$ cat src/common/temp_sensor_pkg.sv
/*
 * Constants, state encodings and the packed state record of the
 * temperature sensor serial port.
 * Assumes one 125 MHz system clock; all link pins arrive asynchronous.
 */
// Overview of operation
// - Read-only ten-bit two's-complement result register
// - Code steps quarter degrees, -128 to +127
// - Device is slave; host supplies clock
// - Clock ignored while select is high
// - Frame shifts result out, control in
// - Frame is sixteen serial clock pulses
// - Output holds last bit, then released
// - Input sampled on rising clock edges
// - Third received bit requests shutdown
// - Control loads on fifteenth falling edge
// - Early select rise leaves control unchanged
// - Most significant result bit goes first
// - Output changes on falling clock edges
// - Conversion every 400 us, 25 us long
// - Shutdown stops conversions, keeps last result
// - Access end or wake restarts conversion
package temp_sensor_pkg;

  // ****************************************************************
  // Frame and field layout
  // ****************************************************************
  localparam int RESULT_W = 10;
  localparam int FRAME_BITS = 16;
  localparam int CNT_W = 5;
  localparam logic [4:0] PD_RISE_IDX = 5'h02; // rises before third
  localparam logic [4:0] LOAD_FALL_IDX = 5'h0e; // falls before 15th
  localparam logic [4:0] FRAME_END = 5'h10;
  localparam logic [5:0] PAD_ZEROS = 6'h00;
  localparam logic [15:0] CONTROL_RESET = 16'h0000;
  localparam logic [9:0] RESULT_RESET = 10'h000;

  // ****************************************************************
  // Conversion timing
  // ****************************************************************
  localparam int CLK_PERIOD_PS = 8000;
  localparam int CONV_PERIOD_US = 400;
  localparam int CONV_TIME_US = 25;
  localparam int CONV_PERIOD_CYC = CONV_PERIOD_US * 1000000 / CLK_PERIOD_PS;
  localparam int CONV_TIME_CYC = CONV_TIME_US * 1000000 / CLK_PERIOD_PS;
  localparam int TIMER_W = 16;

  // ****************************************************************
  // Converter sequencer states
  // ****************************************************************
  typedef enum logic [2:0] {
    CONV_OFF = 3'b001,
    CONV_WAIT = 3'b010,
    CONV_RUN = 3'b100
  } conv_state_t;

  typedef struct packed {
    logic [2:0] sclk_sync;
    logic [2:0] cs_sync;
    logic [1:0] din_sync;
    logic [15:0] tx;
    logic [15:0] rx;
    logic [4:0] fall_cnt;
    logic [4:0] rise_cnt;
    logic pd_bit;
    logic [15:0] control;
    logic [9:0] result;
    logic shutdown;
    logic dout;
    logic dout_oe;
    conv_state_t phase;
    logic [15:0] timer;
  } port_state_t;

endpackage

$ cat src/hw/temp_sensor_serial_port.sv
/*
 * Slave serial port and conversion sequencer of the temperature sensor.
 * Assumes the select, serial clock and serial input pins are
 * asynchronous to sys_clk and that the clock is at least four times
 * slower than sys_clk; temp_code is the converter output on sys_clk.
 */
`timescale 1ns/1ps
module temp_sensor_serial_port #(
  parameter int CONV_PERIOD = temp_sensor_pkg::CONV_PERIOD_CYC,
  parameter int CONV_TIME = temp_sensor_pkg::CONV_TIME_CYC
) (
  input wire logic sys_clk,
  input wire logic reset,
  input wire logic cs_n,
  input wire logic sclk,
  input wire logic din,
  input wire logic [9:0] temp_code,
  output logic dout,
  output logic dout_oe,
  output logic shutdown,
  output logic converting
);

  localparam logic [15:0] RUN_LAST = 16'(CONV_TIME - 1);
  localparam logic [15:0] WAIT_LAST = 16'(CONV_PERIOD - CONV_TIME - 1);

  temp_sensor_pkg::port_state_t st;
  temp_sensor_pkg::port_state_t next_st;
  logic sclk_fall;
  logic sclk_rise;
  logic cs_low;
  logic cs_fall;
  logic cs_rise;

  // ****************************************************************
  // Edge detection on synchronised pins
  // ****************************************************************
  // Only stages one and two are examined; stage zero feeds stage one
  assign cs_low = ~st.cs_sync[1];
  assign cs_fall = st.cs_sync[2] & ~st.cs_sync[1];
  assign cs_rise = ~st.cs_sync[2] & st.cs_sync[1];
  assign sclk_fall = cs_low & st.sclk_sync[2] & ~st.sclk_sync[1];
  assign sclk_rise = cs_low & ~st.sclk_sync[2] & st.sclk_sync[1];

  // ****************************************************************
  // Next-state logic
  // ****************************************************************
  always_comb begin
    next_st = st;
    next_st.sclk_sync = {st.sclk_sync[1:0], sclk};
    next_st.cs_sync = {st.cs_sync[1:0], cs_n};
    next_st.din_sync = {st.din_sync[0], din};

    // Frame start: capture result, zero padding behind it
    if (cs_fall) begin
      next_st.tx = {st.result, temp_sensor_pkg::PAD_ZEROS};
      next_st.fall_cnt = '0;
      next_st.rise_cnt = '0;
      next_st.dout_oe = 1'b1;
    end

    // Output changes only on falling clock edges, MSB first
    if (sclk_fall && st.fall_cnt != temp_sensor_pkg::FRAME_END) begin
      next_st.dout = st.tx[15];
      next_st.tx = {st.tx[14:0], 1'b0};
      next_st.fall_cnt = st.fall_cnt + 5'h01;
      // Fifteenth falling edge commits the control word
      if (st.fall_cnt == temp_sensor_pkg::LOAD_FALL_IDX) begin
        next_st.control = st.rx;
        next_st.shutdown = st.pd_bit;
        if (st.pd_bit) begin
          next_st.phase = temp_sensor_pkg::CONV_OFF;
        end else if (st.shutdown) begin
          // Waking restarts the conversion at once
          next_st.phase = temp_sensor_pkg::CONV_RUN;
          next_st.timer = '0;
        end
      end
    end

    // Input sampled on rising edges, in the same frame
    if (sclk_rise && st.rise_cnt != temp_sensor_pkg::FRAME_END) begin
      next_st.rx = {st.rx[14:0], st.din_sync[1]};
      next_st.rise_cnt = st.rise_cnt + 5'h01;
      if (st.rise_cnt == temp_sensor_pkg::PD_RISE_IDX) begin
        next_st.pd_bit = st.din_sync[1];
      end
    end

    // Select high releases the line; an early rise loads nothing
    if (!cs_low) begin
      next_st.dout_oe = 1'b0;
    end

    // Conversion sequencer; result only moves at conversion end
    unique case (st.phase)
      temp_sensor_pkg::CONV_OFF: begin
        // Parked at zero so a wake always runs a full conversion
        next_st.timer = '0;
      end
      temp_sensor_pkg::CONV_WAIT: begin
        if (st.timer == WAIT_LAST) begin
          next_st.phase = temp_sensor_pkg::CONV_RUN;
          next_st.timer = '0;
        end else begin
          next_st.timer = st.timer + 16'h0001;
        end
      end
      temp_sensor_pkg::CONV_RUN: begin
        if (st.timer == RUN_LAST) begin
          next_st.result = temp_code;
          next_st.phase = temp_sensor_pkg::CONV_WAIT;
          next_st.timer = '0;
        end else begin
          next_st.timer = st.timer + 16'h0001;
        end
      end
    endcase

    // End of an access restarts the oscillator unless shut down
    if (cs_rise && !st.shutdown) begin
      next_st.phase = temp_sensor_pkg::CONV_RUN;
      next_st.timer = '0;
    end
    // The commit edge wins over the sequencer's own step
    if (sclk_fall && st.fall_cnt == temp_sensor_pkg::LOAD_FALL_IDX
        && st.pd_bit) begin
      next_st.phase = temp_sensor_pkg::CONV_OFF;
    end
  end

  // ****************************************************************
  // State register
  // ****************************************************************
  always_ff @(posedge sys_clk) begin
    if (reset) begin
      st <= '0;
      st.sclk_sync <= 3'h7;
      st.cs_sync <= 3'h7;
      st.control <= temp_sensor_pkg::CONTROL_RESET;
      st.result <= temp_sensor_pkg::RESULT_RESET;
      st.phase <= temp_sensor_pkg::CONV_RUN;
    end else begin
      st <= next_st;
    end
  end

  // Outputs straight from state flops
  assign dout = st.dout;
  assign dout_oe = st.dout_oe;
  assign shutdown = st.shutdown;
  assign converting = st.phase[2];
endmodule // temp_sensor_serial_port

$ cat config.mk
export PLATFORM = sky130hd
export DESIGN_NAME = temp_sensor_serial_port
export DESIGN_NICKNAME = d
export VERILOG_FILES = /design/src/common/temp_sensor_pkg.sv /design/src/hw/temp_sensor_serial_port.sv
export SDC_FILE = /design/constraint.sdc
export NUM_CORES = 1
export LEC_CHECK = 0
export BUFFER_PORTS_ARGS = -buffer_cell sky130_fd_sc_hd__buf_2
export CORE_ASPECT_RATIO = 2
export CORE_MARGIN = 3
export CORE_UTILIZATION = 50
export CTS_CLUSTER_SIZE = 16
export DETAILED_ROUTE_END_ITERATION = 16
export GPL_ROUTABILITY_DRIVEN = 0
export PLACE_DENSITY_LB_ADDON = 0.25
export REMOVE_ABC_BUFFERS = 1
export SYNTH_ARGS = -nofsm -noshare
export SYNTH_HDL_FRONTEND = slang
export SYNTH_SLANG_ARGS = --single-unit
$ cat constraint.sdc
create_clock -name sys_clk -period 6.24 [get_ports sys_clk]
set_input_delay 1.248 -clock sys_clk [delete_from_list [all_inputs] [get_ports sys_clk]]
set_output_delay 1.248 -clock sys_clk [all_outputs]
set_load 0.02 [all_outputs]
==> flow_summary.rst, run 1 <==
.. list-table::
   :header-rows: 1

   * - Metric
     - Value
   * - Run status
     - finished clean
   * - Worst Max-Slew Pin Slew
     - 0.851 ns
   * - Required time at the worst-slack endpoint
     - 6.43 ns
   * - Number of diodes added for antenna fixing
     - 0
   * - Width of the die
     - 58.9 um
   * - Quantity of I/O buffers inserted on ports
     - 18
   * - Number of antenna violations at the first check in global routing
     - 0
   * - Worst setup path class
     - flip-flop to flip-flop
   * - CP cell instances
     - or4bb_1 > or4_4 > a32oi_4 > nor3b_1
   * - Worst vdd ir
     - 0.211 mV
   * - Post-DP HPWL
     - 3.76 mm
   * - Number of DRC violations after detailed routing
     - 0
   * - Sort of element at the end of the critical path
     - flip-flop
   * - Xor and xnor area share after synthesis
     - 4.07%
   * - Synthesis-to-finish area growth
     - 10.7%
   * - Hold Violations, Final
     - 0
   * - Number of nets in the final layout
     - 340
   * - Site Rows
     - 38
   * - Overall die height
     - 112 um
   * - Average cell area after synthesis
     - 9.33 um2
   * - Count of pins on the block boundary
     - 19
   * - Routed WL per cell
     - 14.6 um
   * - Mux contribution to synthesized area
     - 4.65%
   * - Routed wire length
     - 5.54 mm
   * - Synth Area in Compound Gates
     - 14.5%
   * - Fraction of layout instances using a drive strength above 1
     - 17.6%
   * - Total of warnings raised by yosys
     - 0
   * - Non-Filler Instances
     - 379
   * - Largest net degree at the start of global routing
     - 43
   * - Maximum clock rate
     - 411 MHz
   * - CTS clk-pin slew, worst paths
     - 0.06 ns
   * - Final worst-path cycle share
     - 39.0%
   * - Netlist area before placement
     - 2800 um2
   * - Critical path's slowest cell
     - or4_4
   * - Avg Vias per Cell
     - 5.81
   * - CTS Hold Buffers Added
     - 0
   * - Sequential fraction of the synthesis area
     - 43.6%
   * - Largest family of logic cells by synthesized area
     - simple AND/OR/NAND/NOR gates
   * - Total placed cells including tap cells
     - 365
   * - Worst-case headroom to the max-slew limit
     - 43.2%
   * - Placement Setup Slack
     - 3.51 ns
   * - Maximum buffer depth of the clock tree
     - 2
   * - Clock tree from TritonCTS
     - done
   * - Clock period minus final worst setup slack
     - 2.43 ns
   * - Post-cts resize count
     - 0
   * - Final global-route overflow total
     - 0
   * - Arr. time, crit path
     - 2.62 ns
   * - Number of sinks on the clock net
     - 61
   * - Final number of max-transition violations
     - 0
   * - TNS Setup
     - 0 ns
   * - Global-route wire length before repair
     - 9.90 mm
   * - Area share of and/or/nand/nor cells after synthesis
     - 25.1%
   * - Number of global-route vias before repair
     - 2236
   * - CTS buffer count
     - 9
   * - Clk Latency, worst-skew pair
     - 0.33 ns
   * - Setup repair after global routing missed its margin
     - no
   * - Cell chosen for the clock root
     - clkbuf_8
   * - Post-Syn Instances
     - 300
   * - Total power divided by cell area
     - 250 nW/um2
   * - Minimum setup slack in the final design
     - 3.81 ns
   * - Adder and majority gate portion of the synthesized area
     - 4.02%
   * - Detailed-routing iteration count for the pre-antenna-repair pass
     - 4
   * - Final setup violation count
     - 0
   * - Clock Skew
     - 0.00601 ns
   * - Biggest area contributors in the synthesized netlist
     - dfxtp_1 44%, mux2i_1 4.6%, a21oi_1 4.5%
   * - Leakage dissipation
     - 1.05 nW
   * - Remaining antenna violation count after routing
     - 0
   * - Die area
     - 6590 um2
   * - Maximum cell stage delay along the critical path
     - 0.62 ns
   * - Core footprint
     - 5420 um2
   * - Startpoint class of the critical path
     - flip-flop
   * - Worst Path Max Fanout
     - 16
   * - Count of buffers added by post-CTS timing repair for setup
     - 0
   * - Starting density of the core
     - 51.7%
   * - Library cell occupying the most area in the post-synthesis netlist
     - dfxtp_1
   * - Flip-flop and latch count after synthesis
     - 61
   * - Synth cell types
     - 41
   * - Initial DRC count
     - 103
   * - # H-tree levels
     - 3
   * - Max-cap violations
     - 0
   * - Vias post-DR
     - 2202
   * - Top-area cell type share of the netlist area
     - 43.6%
   * - Overall global routing resource usage
     - 19.4%
   * - Worst hold-check path type
     - flip-flop to flip-flop
[metal layers]
| metal | wire [um] | global-route usage (%) | vias up | share of wire (%) |
|---|---|---|---|---|
| met1 | 2310 | 21.4 | 1039 | 42 |
| met2 | 2910 | 32.9 | 31 | 53 |
| met5 | 0 | 0 | - | 0 |
| met3 | 158 | 4.52 | 14 | 2.9 |
| met4 | 160 | 10.1 | 0 | 2.9 |
| li1 | - | - | 1118 | - |
[state kept, by name, summed over array words and instances, names as in the netlist]
signal,flops
st,52
next_st,5
converting,1
dout,1
dout_oe,1
shutdown,1
[Yosys cell counts, drive strengths merged]
| library cell | n |
|---|---|
| o221ai | 1 |
| a31o | 1 |
| and2 | 3 |
| xnor2 | 11 |
| nand4 | 4 |
| nor4b | 1 |
| and4b | 1 |
| nor3 | 19 |
| buf | 4 |
| or4bb | 1 |
| or4 | 3 |
| mux2i | 13 |
| nand3b | 2 |
| ha | 9 |
| or2 | 8 |
| nor2 | 20 |
| nand2 | 15 |
| or4b | 3 |
| xor2 | 2 |
| nor4 | 4 |
| a211oi | 16 |
| a21oi | 25 |
| dfxtp | 61 |
| a32oi | 1 |
| nand3 | 21 |
| and3b | 1 |
| nand4bb | 2 |
| o21ai | 13 |
| nand2b | 1 |
| a41oi | 5 |
| clkbuf | 11 |
| o31ai | 1 |
| nor2b | 3 |
| nor3b | 4 |
| inv | 9 |
| or3 | 1 |
[worst paths after layout]
| check | depth (start not counted) | from | slack [ns] | end |
|---|---|---|---|---|
| worst max-delay path | 4 | st[5] | 3.81 | st[1] |
| worst min-delay path | 1 | next_st[97] | 0.41 | next_st[98] |
| worst max register to register | 4 | st[5] | 3.81 | st[1] |
| worst min register to register | 1 | next_st[97] | 0.41 | next_st[98] |
[critical path, delay by kind of cell, from the launching register on]
family | cells | cell delay (ns)
AO/OA/AOI/OAI | 1 | 0.62
flip-flops | 1 | 0.40
AND/OR/NAND/NOR | 3 | 1.26
[stage by stage]
step | utilization [%] | hold slack, ns | total power [W] | area, um2
after floorplan | - | 0.389 | 0.000420 | 2720
after global placement | 53.5 | 0.392 | 0.000432 | 2900
after detailed placement | 53.5 | 0.397 | 0.000433 | 2900
after CTS | 57.2 | 0.410 | 0.000789 | 3100
after global routing | 57.2 | 0.439 | 0.000809 | 3100
final | 57.2 | 0.409 | 0.000774 | 3100
[cells by family after synthesis]
| group | count (synthesis) |
|---|---|
| DFF | 61 |
| buffers and inverters | 24 |
| AOI/OAI and AO/OA | 63 |
| xor gates and xnor gates | 13 |
| adders and majority gates | 9 |
| and+or+nand+nor | 117 |
| muxes | 13 |
[placed cells by master (no fill, tap or decap), drive strengths merged, types with 2 or more instances in the layout]
master / instances
a211oi: 16
a21oi: 25
a41oi: 5
and2: 3
buf: 20
clkbuf: 13
dfxtp: 61
ha: 9
inv: 9
mux2i: 13
nand2: 15
nand3: 21
nand3b: 2
nand4: 4
nand4bb: 2
nor2: 20
nor2b: 3
nor3: 19
nor3b: 4
nor4: 4
o21ai: 13
or2: 8
or4: 3
or4b: 3
xnor2: 11
xor2: 2
[where the power goes]
group	internal (W)	switching, W	total, W	leakage [nW]
clock	0.000213	0.000137	0.000349	0.102
combinational	0.0000108	0.0000152	0.0000260	0.458
sequential	0.000394	0.00000367	0.000398	0.494
[layout make-up]
type,count,area [um2]
fill,541,2320
multi-input combinational,215,1470
sequential,61,1220
clock buffer,13,169
timing repair buffer,20,105
tap,60,75.1
inverter,9,33.8
clock inverter,1,30.0
Power figures use the tool's default switching activity.
==> run 2: changes to the inputs <==
==> constraint.sdc (replaced) <==
create_clock -name sys_clk -period 2.1 [get_ports sys_clk]
set_input_delay 0.42 -clock sys_clk [delete_from_list [all_inputs] [get_ports sys_clk]]
set_output_delay 0.42 -clock sys_clk [all_outputs]
set_load 0.02 [all_outputs]
==> flow_summary.rst, run 2 (synthesized netlist as in run 1, its figures left out) <==
.. list-table::
   :header-rows: 1

   * - Metric
     - Value
   * - Max-cap violations
     - 0 (unchanged)
   * - Clock tree from TritonCTS
     - done
   * - Maximum buffer depth of the clock tree
     - 2 (unchanged)
   * - Site Rows
     - 38 (unchanged)
   * - Number of DRC violations after detailed routing
     - 0 (unchanged)
   * - Quantity of I/O buffers inserted on ports
     - 18 (unchanged)
   * - Hold Violations, Final
     - 0 (unchanged)
   * - Number of diodes added for antenna fixing
     - 0 (unchanged)
   * - Count of buffers added by post-CTS timing repair for setup
     - 0 (unchanged)
   * - Setup repair after global routing missed its margin
     - yes
   * - Number of flip-flops under the largest register name
     - 52 (unchanged)
   * - Final worst-path cycle share
     - 100% (+61 points)
   * - Clk Latency, worst-skew pair
     - 0.34 ns (about the same)
   * - Starting density of the core
     - 51.7% (unchanged)
   * - Maximum clock rate
     - 475 MHz (+16%)
   * - Final number of max-transition violations
     - 0 (unchanged)
   * - Core footprint
     - 5420 um2 (unchanged)
   * - Run status
     - finished, violations left
   * - Worst setup path class
     - flip-flop to flip-flop
   * - Worst-case headroom to the max-slew limit
     - 65.1% (+22 points)
   * - Width of the die
     - 58.9 um (unchanged)
   * - Count of pins on the block boundary
     - 19 (unchanged)
   * - Final setup violation count
     - 3 (+3)
   * - Minimum setup slack in the final design
     - -0.00388 ns (-3.81 ns)
   * - Remaining antenna violation count after routing
     - 0 (unchanged)
   * - Total placed cells including tap cells
     - 384 (+5.2%)
   * - Detailed-routing iteration count for the pre-antenna-repair pass
     - 4 (unchanged)
   * - CP cell instances
     - or4b_4 > or4_4 > a32oi_4 > buf_16 > nor3_2
   * - Number of buffers and inverters on the critical path
     - 1 (+1)
   * - Vias post-DR
     - 2302 (+4.5%)
   * - Family of cells with the greatest summed delay on the critical path
     - simple AND/OR/NAND/NOR gates
   * - Leakage dissipation
     - 1.17 nW (+11%)
   * - CTS Hold Buffers Added
     - 0 (unchanged)
   * - Violations in the final reports
     - setup timing
   * - Total power divided by cell area
     - 704 nW/um2 (+180%)
   * - Synthesis-to-finish area growth
     - 17.7%
   * - Initial DRC count
     - 66 (-36%)
   * - CTS clk-pin slew, worst paths
     - 0.07 ns (about the same)
   * - Arr. time, crit path
     - 2.31 ns (-0.31 ns)
   * - Largest net degree at the start of global routing
     - 42 (-2.3%)
   * - Final global-route overflow total
     - 0 (unchanged)
   * - Required time at the worst-slack endpoint
     - 2.31 ns (-4.12 ns)
   * - Most common cell after layout, fill and taps aside
     - dfxtp_1
   * - Number of antenna violations at the first check in global routing
     - 0 (unchanged)
   * - Sort of element at the end of the critical path
     - flip-flop
   * - Worst Max-Slew Pin Slew
     - 0.523 ns (-0.328 ns)
   * - Number of global-route vias before repair
     - 2298 (+2.8%)
   * - Non-Filler Instances
     - 399 (+5.3%)
   * - Clock Skew
     - 0.0106 ns (+0.00458 ns)
   * - Global-route wire length before repair
     - 10.3 mm (+3.7%)
   * - Overall die height
     - 112 um (unchanged)
   * - Critical path's slowest cell
     - or4_4
   * - Cell chosen for the clock root
     - clkbuf_8
   * - Overall global routing resource usage
     - 20.4% (+1.1 points)
   * - Routed wire length
     - 6.02 mm (+8.7%)
   * - Worst hold-check path type
     - primary input to flip-flop
   * - Number of sinks on the clock net
     - 61 (unchanged)
   * - CTS buffer count
     - 9 (unchanged)
   * - Worst Path Max Fanout
     - 8 (-8)
   * - Fraction of layout instances using a drive strength above 1
     - 23.6% (+6.0 points)
   * - Most frequent cells in the layout
     - 60 x dfxtp_1, 25 x a21oi_1, 21 x nand3_1
   * - Maximum cell stage delay along the critical path
     - 0.58 ns (-0.04 ns)
   * - Number of nets in the final layout
     - 360 (+5.9%)
   * - Post-DP HPWL
     - 4.15 mm (+11%)
   * - Worst vdd ir
     - 0.687 mV (+230%)
   * - WHS
     - 0.265 ns (-0.144 ns)
   * - Startpoint class of the critical path
     - flip-flop
   * - PnR Total Power
     - 0.00232 W (+200%)
   * - Most flops, register
     - st
   * - Die area
     - 6590 um2 (unchanged)
   * - Avg Vias per Cell
     - 5.77 (-0.70%)
   * - Clock period minus final worst setup slack
     - 2.10 ns (-0.330 ns)
   * - # H-tree levels
     - 3 (unchanged)
   * - Routed WL per cell
     - 15.1 um (+3.3%)
-- run 2: cell types whose count changed in the layout (fill, tap and decap cells not counted), sizes merged --
cell	change
buf	+20
-- run 2: final timing paths --
kind | startpoint | to | slack (ns) | depth (start not counted)
setup reg to reg | st[5] | st[13] | -0.004 | 5
hold reg to reg | next_st[97] | next_st[98] | 0.41 | 1
hold / removal | sclk | next_st[97] | 0.27 | 2
setup / recovery | st[5] | st[13] | -0.004 | 5
-- run 2: report_power, final --
part | total [W] | switching, W | internal [W]
combinational | 0.0000842 | 0.0000479 | 0.0000362
sequential | 0.00118 | 0.0000101 | 0.00117
clock | 0.00105 | 0.000422 | 0.000633
-- run 2: worst reg2reg max path, cell delays in order, from the launching register on --
cell,delay (ns)
dfxtp_2,0.34
or4b_4,0.53
or4_4,0.58
a32oi_4,0.30
buf_16,0.18
nor3_2,0.05
-- run 2: area by class of cell --
cell class	instances	area, um2
Clock inverter	1	30.0
Clock buffer	13	169
Fill cell	499	2120
Tap cell	60	75.1
Timing Repair Buffer	40	288
Inverter	9	33.8
Multi-Input combinational cell	215	1480
Sequential cell	61	1220
-- run 2: through the flow --
stage | TNS (ns) | utilization [%] | area, um2 | setup WS, ns
final | -0.00795 | 60.8 | 3300 | -0.00388
after global routing | -0.423 | 60.8 | 3300 | -0.0344
after CTS | 0 | 60.5 | 3280 | 0.00131
after detailed placement | -0.0000944 | 56.4 | 3060 | -0.0000944
after global placement | 0 | 56.4 | 3060 | 0.0368
after floorplan | -1.96 | - | 2720 | -0.199
-- run 2: what timing repair did --
item                       CTS  global route
gates resized for setup      1             5
cloned                       1             0
pin swaps                    1             4
setup endpoints to repair   10            19
-- run 2: routing by layer --
layer / part of all wire [%] / GRT usage [%] / vias to the layer above
met3: 2.7 / 5.34 / 15
met5: 0 / 0 / -
met1: 40 / 22.2 / 1102
met2: 55 / 34.6 / 29
li1: - / - / 1156
met4: 2.6 / 11.2 / 0
